`src/logic/dac_seq_pkg.sv`:
```
package dac_seq_pkg;

  // ************************************************************
  // Timing
  // ************************************************************
  localparam int CLK_PERIOD_NS       = 100;    // ref_clk at 10 MHz
  localparam int CHANNEL_TIME_NS     = 20000;  // Internal clock, per channel
  localparam int SEQ_PERIODS_PER_CH  = 2;      // Load period, then hold period
  localparam int INT_TICK_CYC        =
    CHANNEL_TIME_NS / (CLK_PERIOD_NS * SEQ_PERIODS_PER_CH);
  localparam logic [6:0] INT_TICK_LAST = 7'(INT_TICK_CYC - 1);
  localparam logic [1:0] EXT_DIV_LAST  = 2'h3; // Four link edges per period

  // ************************************************************
  // Serial word layout
  // ************************************************************
  localparam logic [4:0] WORD_LAST_BIT = 5'h17;  // 24 bits per word
  localparam int CODE_MSB        = 23;
  localparam int CODE_LSB        = 8;
  localparam int INDEX_MSB       = 7;
  localparam int INDEX_LSB       = 4;
  localparam int UPDATE_MODE_POS = 2;
  localparam int CLOCK_SRC_POS   = 1;

  // ************************************************************
  // Reset values
  // ************************************************************
  localparam logic [15:0] DEFAULT_CODE = 16'h4f2c;
  localparam logic [3:0]  LAST_CHANNEL = 4'hf;

  typedef enum logic {PH_LOAD, PH_HOLD} seq_phase_e;

  // Pins from outside the ref_clk domain
  typedef struct packed {
    logic cs_n;
    logic sclk;
    logic din;
    logic rst_pin_n;
    logic instant;
    logic clk_src;
    logic ext_clk;
  } pins_s;

  localparam pins_s PINS_IDLE = '{cs_n: 1'b1, rst_pin_n: 1'b1, default: 1'b0};

endpackage

```
`src/logic/dac_refresh_sequencer_ctrl.sv`:
```
`timescale 1ns/1ns

// Functional notes
// - Word shifted MSB first after select falls
// - Full word stores code, latches control bits
// - Word: code, index, zero, mode, clock, fill
// - Channel index is plain binary
// - Mode bit one selects immediate update
// - Clock bit one selects external clock
// - Mode bits ORed with their pins
// - Cycle all channels: load, then hold strobe
// - Internal clock: 20 us per channel
// - External clock: eight edges per channel
// - Select low suspends after current operation
// - Immediate update once select high, period done
// - Immediate update within two sequencer periods
// - Resume at interrupted channel after update
// - Burst stores words, outputs unchanged
// - After burst, resume at interrupted channel
// - External clock divided by four
// - Clock-select pin stops internal oscillator
// - Power-up loads default code everywhere
// - Reset pin repeats the default load
// - Reset sequence uses internal clock
// - Reset sequence ignores serial input
module dac_refresh_sequencer_ctrl
  import dac_seq_pkg::*;
(
  // Clock and power-on reset
  input  wire logic        ref_clk,
  input  wire logic        resetn,
  // Serial port and control pins
  input  wire logic        cs_n,
  input  wire logic        sclk,
  input  wire logic        din,
  input  wire logic        rst_pin_n,
  input  wire logic        instant_update_pin,
  input  wire logic        seq_clock_source_pin,
  input  wire logic        ext_seq_clock,
  // Converter and hold stages
  output logic [15:0]      dac_code,
  output logic [3:0]       hold_channel,
  output logic             hold_strobe,
  // Status
  output logic             reset_busy,
  output logic             instant_mode
);

  // ************************************************************
  // State
  // ************************************************************
  typedef struct packed {
    pins_s             s1;
    pins_s             s2;
    pins_s             s3;
    logic [23:0]       shift;
    logic [4:0]        bit_cnt;
    logic [15:0][15:0] mem;
    logic              update_mode_bit;
    logic              clock_source_bit;
    logic              upd_pend;
    logic [3:0]        upd_ch;
    logic              upd_act;
    logic [3:0]        seq_ch;
    seq_phase_e        phase;
    logic [15:0]       dac;
    logic [3:0]        out_ch;
    logic              strobe;
    logic              rst_act;
    logic              imm;
    logic [6:0]        div;
    logic [1:0]        ecnt;
  } st_s;

  st_s st_reg;
  st_s st_next;

  logic        use_ext;
  logic        ext_rise;
  logic        sclk_rise;
  logic        tick;
  logic        word_done;
  logic [23:0] word;

  // ************************************************************
  // Next state
  // ************************************************************
  always_comb begin
    st_next        = st_reg;
    st_next.strobe = 1'b0;
    // Pins pass two flops; third stage only feeds edge detection
    st_next.s1     = '{cs_n: cs_n, sclk: sclk, din: din, rst_pin_n: rst_pin_n,
                       instant: instant_update_pin, clk_src: seq_clock_source_pin,
                       ext_clk: ext_seq_clock};
    st_next.s2     = st_reg.s1;
    st_next.s3     = st_reg.s2;

    // Pin ORed with serial bit; reset always runs on internal clock
    use_ext   = !st_reg.rst_act &&
                (st_reg.clock_source_bit || st_reg.s2.clk_src);
    ext_rise  = st_reg.s2.ext_clk && !st_reg.s3.ext_clk;
    sclk_rise = st_reg.s2.sclk && !st_reg.s3.sclk;
    word      = {st_reg.shift[22:0], st_reg.s2.din};
    word_done = 1'b0;
    tick      = 1'b0;

    // Sequencer period source
    if (use_ext) begin
      st_next.div = '0;
      if (ext_rise) begin
        st_next.ecnt = st_reg.ecnt + 2'h1;
        tick         = (st_reg.ecnt == EXT_DIV_LAST);
      end
    end else begin
      st_next.ecnt = '0;
      tick         = (st_reg.div == INT_TICK_LAST);
      st_next.div  = tick ? 7'h00 : st_reg.div + 7'h01;
    end

    // Serial shift; nothing is taken while reset runs
    if (st_reg.s2.cs_n || st_reg.rst_act) begin
      st_next.bit_cnt = '0;
    end else if (sclk_rise) begin
      st_next.shift = word;
      if (st_reg.bit_cnt == WORD_LAST_BIT) begin
        word_done       = 1'b1;
        st_next.bit_cnt = '0;
      end else begin
        st_next.bit_cnt = st_reg.bit_cnt + 5'h01;
      end
    end

    // Store code and latch control bits at end of word
    if (word_done) begin
      st_next.mem[word[INDEX_MSB:INDEX_LSB]] = word[CODE_MSB:CODE_LSB];
      st_next.update_mode_bit  = word[UPDATE_MODE_POS];
      st_next.clock_source_bit = word[CLOCK_SRC_POS];
      if (word[UPDATE_MODE_POS] || st_reg.s2.instant) begin
        st_next.upd_pend = 1'b1;
        st_next.upd_ch   = word[INDEX_MSB:INDEX_LSB];
      end
    end
    st_next.imm = st_next.update_mode_bit || st_reg.s2.instant;

    // Sequencer: one period loads the converter, the next strobes hold
    if (tick) begin
      case (st_reg.phase)
        PH_LOAD: begin
          if (st_reg.upd_pend && st_reg.s2.cs_n && !st_reg.rst_act) begin
            st_next.dac      = st_reg.mem[st_reg.upd_ch];
            st_next.out_ch   = st_reg.upd_ch;
            st_next.upd_act  = 1'b1;
            st_next.upd_pend = 1'b0;
            st_next.phase    = PH_HOLD;
          end else if (st_reg.s2.cs_n || st_reg.rst_act) begin
            st_next.dac    = st_reg.mem[st_reg.seq_ch];
            st_next.out_ch = st_reg.seq_ch;
            st_next.phase  = PH_HOLD;
          end
          // Select low: no new channel, burst words wait in memory
        end
        PH_HOLD: begin
          // Operation in progress completes even with select low
          st_next.strobe = 1'b1;
          st_next.phase  = PH_LOAD;
          if (st_reg.upd_act) begin
            st_next.upd_act = 1'b0;
          end else begin
            st_next.seq_ch = st_reg.seq_ch + 4'h1;
            if (st_reg.rst_act && st_reg.seq_ch == LAST_CHANNEL) begin
              st_next.rst_act = 1'b0;
            end
          end
        end
        default: st_next.phase = PH_LOAD;
      endcase
    end

    // Reset pin restarts the default load; it cannot be interrupted
    if (!st_reg.s2.rst_pin_n) begin
      st_next.mem              = {16{DEFAULT_CODE}};
      st_next.rst_act          = 1'b1;
      st_next.seq_ch           = '0;
      st_next.phase            = PH_LOAD;
      st_next.upd_pend         = 1'b0;
      st_next.upd_act          = 1'b0;
      st_next.update_mode_bit  = 1'b0;
      st_next.clock_source_bit = 1'b0;
      st_next.bit_cnt          = '0;
    end
  end

  // ************************************************************
  // Registers
  // ************************************************************
  // Power-on: every channel holds the default code and refresh starts
  always_ff @(posedge ref_clk or negedge resetn) begin
    if (!resetn) begin
      st_reg         <= '0;
      st_reg.s1      <= PINS_IDLE;
      st_reg.s2      <= PINS_IDLE;
      st_reg.s3      <= PINS_IDLE;
      st_reg.mem     <= {16{DEFAULT_CODE}};
      st_reg.rst_act <= 1'b1;
      st_reg.phase   <= PH_LOAD;
    end else begin
      st_reg <= st_next;
    end
  end

  // Outputs come straight from flops
  assign dac_code     = st_reg.dac;
  assign hold_channel = st_reg.out_ch;
  assign hold_strobe  = st_reg.strobe;
  assign reset_busy   = st_reg.rst_act;
  assign instant_mode = st_reg.imm;
endmodule

```
`config.mk`:
```
export PLATFORM = sky130hd
export DESIGN_NAME = dac_refresh_sequencer_ctrl
export DESIGN_NICKNAME = d
export VERILOG_FILES = /design/src/logic/dac_seq_pkg.sv /design/src/logic/dac_refresh_sequencer_ctrl.sv
export SDC_FILE = /design/constraint.sdc
export NUM_CORES = 1
export LEC_CHECK = 0
export BUFFER_PORTS_ARGS = -buffer_cell sky130_fd_sc_hd__buf_4
export CORE_MARGIN = 2
export CORE_UTILIZATION = 34
export CTS_BUF_LIST = sky130_fd_sc_hd__clkbuf_2
export DETAILED_ROUTE_END_ITERATION = 6
export SLEW_MARGIN = 20
export SYNTH_ARGS = -nofsm -noshare
export SYNTH_HDL_FRONTEND = slang
export SYNTH_SLANG_ARGS = --single-unit
export TNS_END_PERCENT = 10
```
`constraint.sdc`:
```
create_clock -name ref_clk -period 2.63 [get_ports ref_clk]
set_input_delay 0.263 -clock ref_clk [delete_from_list [all_inputs] [get_ports ref_clk]]
set_output_delay 0.263 -clock ref_clk [all_outputs]
set_load 0.1 [all_outputs]
```
==> flow_metrics.tcl, run 1 <==
set metrics [dict create \
    status "finished, final reports clean" \
    grtUsageTotal_pct 20.9 \
    final_hold_viol_count 0 \
    drcViolationCount 0 \
    drt_iter0_markers 1415 \
    ff_latch_area_mm2 0.00881 \
    multi_input_area_mm2 0.00836 \
    r2r-start "st_reg[2]" \
    cellLeakagePower_uw 0.00812 \
    num-nets-final 1831 \
    grt_pass1_wl_um 86800 \
    setup_slack_ns 0.279 \
    critPathMaxFanout 7 \
    antenna_found_initial 1 \
    syn-num-nets 1781 \
    numCtsBuffers 91 \
    grt_setup_unrepaired "no" \
    fin_skew_ns 0.110 \
    final_area_mm2 0.0201 \
    numPortBuffers 31 \
    final_max_slew_viol_count 0 \
    cpMaxStageDelayCell "a211oi_2" \
    cts_tree "done" \
    wire_per_inst_um 21.7 \
    grt-ovfl-total 0 \
    cts_buffer_depth 3 \
    dp.cells 2396 \
    dp_hpwl_um 36600 \
    peakVddDrop_mv 0.239 \
    finalCriticalPeriod_ns 2.35 \
    syn_area_per_cell_um2 10.2 \
    num_vias 14381 \
    setup_viol 0 \
    drtAntennaViolNets 0 \
    first_pass_iters 5 \
    syn_area_mm2 0.0180 \
    chipWidth_um 234 \
    worstHoldStart "st_next[339]" \
    grt_pass1_vias 14502 \
    dieArea_mm2 0.0547 \
    yosysUniqueCellTypes 60 \
    clkTransAtPathRegs_ns 0.10 \
    tightest_slew_ns 0.964 \
    htree_levels 3 \
    ys_seq_elements 345 \
    worstSetupStartpoint "st_reg[2]" \
    crit_path_start_kind "register" \
    cap_violations 0 \
    period_share_pct 89.4 \
    min_path_type "register to register" \
    cp.required_ns 3.58 \
    area_growth_pct 12.0 \
    cp_top_family "simple AND/OR/NAND/NOR gates" \
    pre_cts_ws_ns 0.297 \
    cts_sinks 345 \
    async_reset_ff_share_pct 100 \
    end_kind "register" \
    clk_latency_ns 1.08 \
    layout.cells.non_filler 2580 \
    routed_wl_um 55900 \
    final_layout_size_suffix_gt1_share_pct 28.1 \
    grt_max_degree 91 \
    dpl_cell_area_mm2 0.0191 \
    fillers 5119 \
    start_util_pct 34.3 \
    p_per_area_mw_per_mm2 464 \
    chipHeight_um 234 \
    pin_count 32 \
    max_stage_delay_ns 0.55 \
    fp-row-count 84 \
    cp_cell_sequence "ha_1 -> nor4bb_1 -> nand3_1 -> a211oi_2 -> buf_4 -> a221o_1" \
    ctsRootBufferMaster "clkbuf_2" \
    max_freq_mhz 425 \
    yosysSeqAreaShare_pct 48.9 \
    core-area_mm2 0.0524 \
    yosysWarnings 0 \
    synth_edf_count 0 \
    synthCells 1768 \
    slew_headroom_pct 35.7 \
    cp.arrival_ns 3.30 \
    path_buf_inv 1 \
    drt-vias-per-instance 5.57 \
    fin_tns_setup_ns 0 \
    globalplace.congestion 0.875 \
    critical_path_class "register to register" \
    ys.flop_type "dfrtp_1" \
    fin_hold_ws_ns 0.361 \
    largest_register_ff_count 308 \
]
==> worst paths after layout <==
check	to	slack [ns]	cells after the start
min in group asynchronous	st_reg[174]	0.37	4
hold reg to reg	st_next[332]	0.36	0
setup / recovery	dac_code[2]	0.28	6
max in group asynchronous	st_reg[2]	1.68	4
setup reg to reg	dac_code[2]	0.28	6
hold / removal	st_next[332]	0.36	0
==> per-stage QoR <==
stage               utilization (%)  power, uW
floorplan                         -       5500
global placement               36.5       5660
detailed placement             36.5       5670
CTS                            38.4       9470
global route                   38.4       9780
finish                         38.4       9340
==> layer usage <==
metal	vias up	part of all wire [%]	track usage [%]
met5	-	0	0
met2	585	48	33.6
li1	6398	-	-
met4	0	3.4	9.06
met3	134	7.5	4.46
met1	7264	41	27.3
==> worst register-to-register path, stage by stage (launching register included) <==
cell	delay [ns]
dfrtp_1	0.38
ha_1	0.22
nor4bb_1	0.42
nand3_1	0.34
a211oi_2	0.55
buf_4	0.27
a221o_1	0.15
==> layout make-up <==
type                            count  area share [%]
Antenna cell                        1          0.0124
Sequential cell                   345            43.8
Timing Repair Buffer              133            6.25
Tap cell                          688            4.27
Inverter                            5           0.106
Clock inverter                     26           0.596
Multi-Input combinational cell   1242            41.5
Clock buffer                      140            3.48
==> logic make-up (layout without fill, tap and decap cells) <==
family	Yosys count	in the layout	share of synthesized area, %
multiplexers	170	170	16.4
buffers and inverters	181	304	4.56
flip-flops	345	345	48.9
AO/OA/AOI/OAI	293	293	11.0
XOR/XNOR	11	11	0.536
adder cells (fa/ha/maj)	4	4	0.278
AND/OR/NAND/NOR	764	764	18.4
other	0	1	0
==> power by group <==
part	switching [uW]	internal (uW)	total, uW
logic	188	53.7	242
registers	17.5	5330	5350
clock network	2330	1420	3750
total	2540	6800	9340
==> repair_timing <==
item,4_1_cts,5_1_grt
buffers inserted,0,0
hold endpoints to repair,352,0
hold buffers,17,0
resized for setup,0,0
==> synth_stat cells (all sizes together) (2+ instances only) <==
master / number / share of area (%)
o2111ai: 2 / 0.097
xor2: 5 / 0.24
xnor2: 6 / 0.29
nand2b: 9 / 0.31
nor4: 5 / 0.38
a21oi: 120 / 3.3
buf: 71 / 2.2
a31oi: 9 / 0.31
clkbuf: 105 / 2.2
nand3b: 3 / 0.13
o22a: 26 / 1.3
dfstp: 133 / 19
o21ai: 17 / 0.52
mux4: 98 / 12
a221oi: 30 / 1.5
o22ai: 11 / 0.38
nor3: 10 / 0.52
o221ai: 2 / 0.097
a221o: 4 / 0.22
a22oi: 26 / 1.1
inv: 5 / 0.10
nor2b: 10 / 0.35
dfrtp: 212 / 30
and3: 7 / 0.24
or2: 4 / 0.14
o211ai: 2 / 0.083
a22o: 25 / 1.2
ha: 4 / 0.28
nor2: 43 / 0.90
a211oi: 4 / 0.19
nand3: 130 / 3.6
and2: 5 / 0.17
mux2: 12 / 0.75
mux2i: 60 / 3.3
nand2: 528 / 11
a32oi: 2 / 0.097
o21a: 8 / 0.33
nand4: 4 / 0.17
==> layout by cell type (no fill, tap or decap), types with 18 or more instances in the layout <==
cell type	count
dfstp_2	132
clkinv_1	18
o22a_1	26
clkbuf_2	140
nand3_1	130
a221oi_1	30
a22o_1	25
mux4_2	98
a22oi_1	26
nand2_1	528
mux2i_1	60
nor2_1	43
buf_4	99
a21oi_1	120
dfrtp_1	208
No activity file was read; power rests on OpenSTA's default activity.
==> run 2: changes to the inputs <==
clock period = 2.8 ns   (was 2.63 ns; I/O delays follow)
==> run 2 against run 1 <==
Design area shrank 0.44%; sequential cell count is the same; register-to-register slack lost 0.08 ns; core utilization shrank 0.17 points; first-iteration DRC count shrank 7.2%; global-route usage grew 0.49 points; routed wire length grew 2.7%; critical endpoint is now dac_code[6]; highest routed layer unchanged.
==> flow_metrics.tcl, run 2 (synthesis gave the netlist of run 1 again) <==
set metrics [dict create \
    swShare_pct 27.1 \
    crit_path_start_kind "register" \
    chipWidth_um 234 \
    cp.required_ns 3.68 \
    globalplace.congestion 0.854 \
    cts_sinks 345 \
    drt-vias-per-instance 5.63 \
    drt_iter0_markers 1313 \
    min_path_type "register to register" \
    setup_slack_ns 0.203 \
    layout_common_cells "528 x nand2_1, 208 x dfrtp_1, 136 x clkbuf_2" \
    cts_tree "done" \
    numCtsBuffers 89 \
    wire_per_inst_um 22.3 \
    final_max_slew_viol_count 0 \
    drtAntennaViolNets 0 \
    chipHeight_um 234 \
    final_layout_size_suffix_gt1_share_pct 28.2 \
    pin_count 32 \
    grt_pass1_vias 14689 \
    ff_latch_area_mm2 0.00881 \
    setup_viol 0 \
    first_pass_iters 7 \
    largest_register_ff_count 308 \
    p_per_area_mw_per_mm2 440 \
    end_kind "register" \
    start_util_pct 34.3 \
    core-area_mm2 0.0524 \
    max_freq_mhz 385 \
    finalCriticalPeriod_ns 2.60 \
    area_growth_pct 11.5 \
    pre_cts_ws_ns 0.364 \
    critical_path_class "register to register" \
    cts_buffer_depth 3 \
    peakVddDrop_mv 0.193 \
    routed_wl_um 57400 \
    drcViolationCount 0 \
    grt_max_degree 70 \
    num_vias 14472 \
    ctsRootBufferMaster "clkbuf_2" \
    fillers 5125 \
    dieArea_mm2 0.0547 \
    antenna_found_initial 1 \
    grtUsageTotal_pct 21.4 \
    intPower_uw 6430 \
    clockPowerShare_pct 40.4 \
    cap_violations 0 \
    final_hold_viol_count 0 \
    dp_hpwl_um 37200 \
    final_common_cell "nand2_1" \
    num-nets-final 1831 \
    grt_pass1_wl_um 88700 \
    fp-row-count 84 \
    grt_setup_unrepaired "no" \
    switchingPower_uw 2390 \
    fin_hold_ws_ns 0.342 \
    combinationalPowerShare_pct 2.7 \
    cp.arrival_ns 3.48 \
    critPathMaxFanout 20 \
    htree_levels 3 \
    numPortBuffers 31 \
    status "finished, final reports clean" \
    fin_tns_setup_ns 0 \
    p_total_uw 8820 \
    clk_latency_ns 1.04 \
    post_cts_buffers 0 \
    cellLeakagePower_uw 0.00812 \
    slew_headroom_pct 15.4 \
    grt-ovfl-total 0 \
    clkTransAtPathRegs_ns 0.11 \
    fin_skew_ns 0.0629 \
    period_share_pct 92.7 \
    tightest_slew_ns 1.27 \
    power.share.sequential_pct 56.9 \
    multi_input_area_mm2 0.00836 \
]
[run 2: cell type report]
cell class,count,area share (%)
diodes,1,0.0125
clock buffers,136,3.39
clock inverters,19,0.518
inverters,5,0.106
multi-input cells,1242,41.7
flip-flops and latches,345,44.0
well taps,688,4.29
repair buffers,135,6.02
[run 2: timing repair]
item                                   in CTS  in global routing
hold buffers                               17                  0
endpoints found under the hold margin     352                  0
resized for setup                           0                  0
[run 2: layer usage]
metal | global-route usage [%] | vias up | routed length [um]
li1 | - | 6383 | -
met1 | 28.2 | 7307 | 23700
met2 | 34.1 | 656 | 27300
met3 | 4.49 | 126 | 4610
met4 | 9.36 | 0 | 1870
met5 | 0 | - | 0
[run 2: final timing paths]
kind	cells after the start	startpoint	slack, ns	endpoint
worst min-delay path	0	st_next[343]	0.34	st_next[336]
max in group asynchronous	4	resetn	1.94	st_reg[144]
worst min register to register	0	st_next[343]	0.34	st_next[336]
worst max register to register	5	st_reg[40]	0.20	dac_code[6]
worst max-delay path	5	st_reg[40]	0.20	dac_code[6]
min in group asynchronous	4	resetn	0.42	st_reg[268]
[run 2: metrics by stage]
step                      utilization, %  instance area [um^2]  cells
after floorplan                        -                 18000   1768
after global placement              36.4                 19100   2398
after detailed placement            36.4                 19100   2398
after CTS                           38.2                 20000   2570
after global routing                38.2                 20100   2571
final                               38.2                 20100   2571
[run 2: power by group through the flow]
| stage | clock network (uW) | logic, uW | registers [uW] |
|---|---|---|---|
| global route | 3900 | 264 | 5020 |
| global placement | 0 | 214 | 5110 |
| floorplan | 0 | 60.2 | 5100 |
| detailed placement | 0 | 217 | 5110 |
| finish | 3560 | 238 | 5020 |
| CTS | 3660 | 242 | 5020 |
[run 2: worst max-delay path, stage by stage, from the launching register on]
cell and delay, ns:
dfrtp_1 0.37, and2_1 0.99, a221oi_1 0.41, o21a_1 0.28, a221oi_1 0.27, a21oi_1 0.11
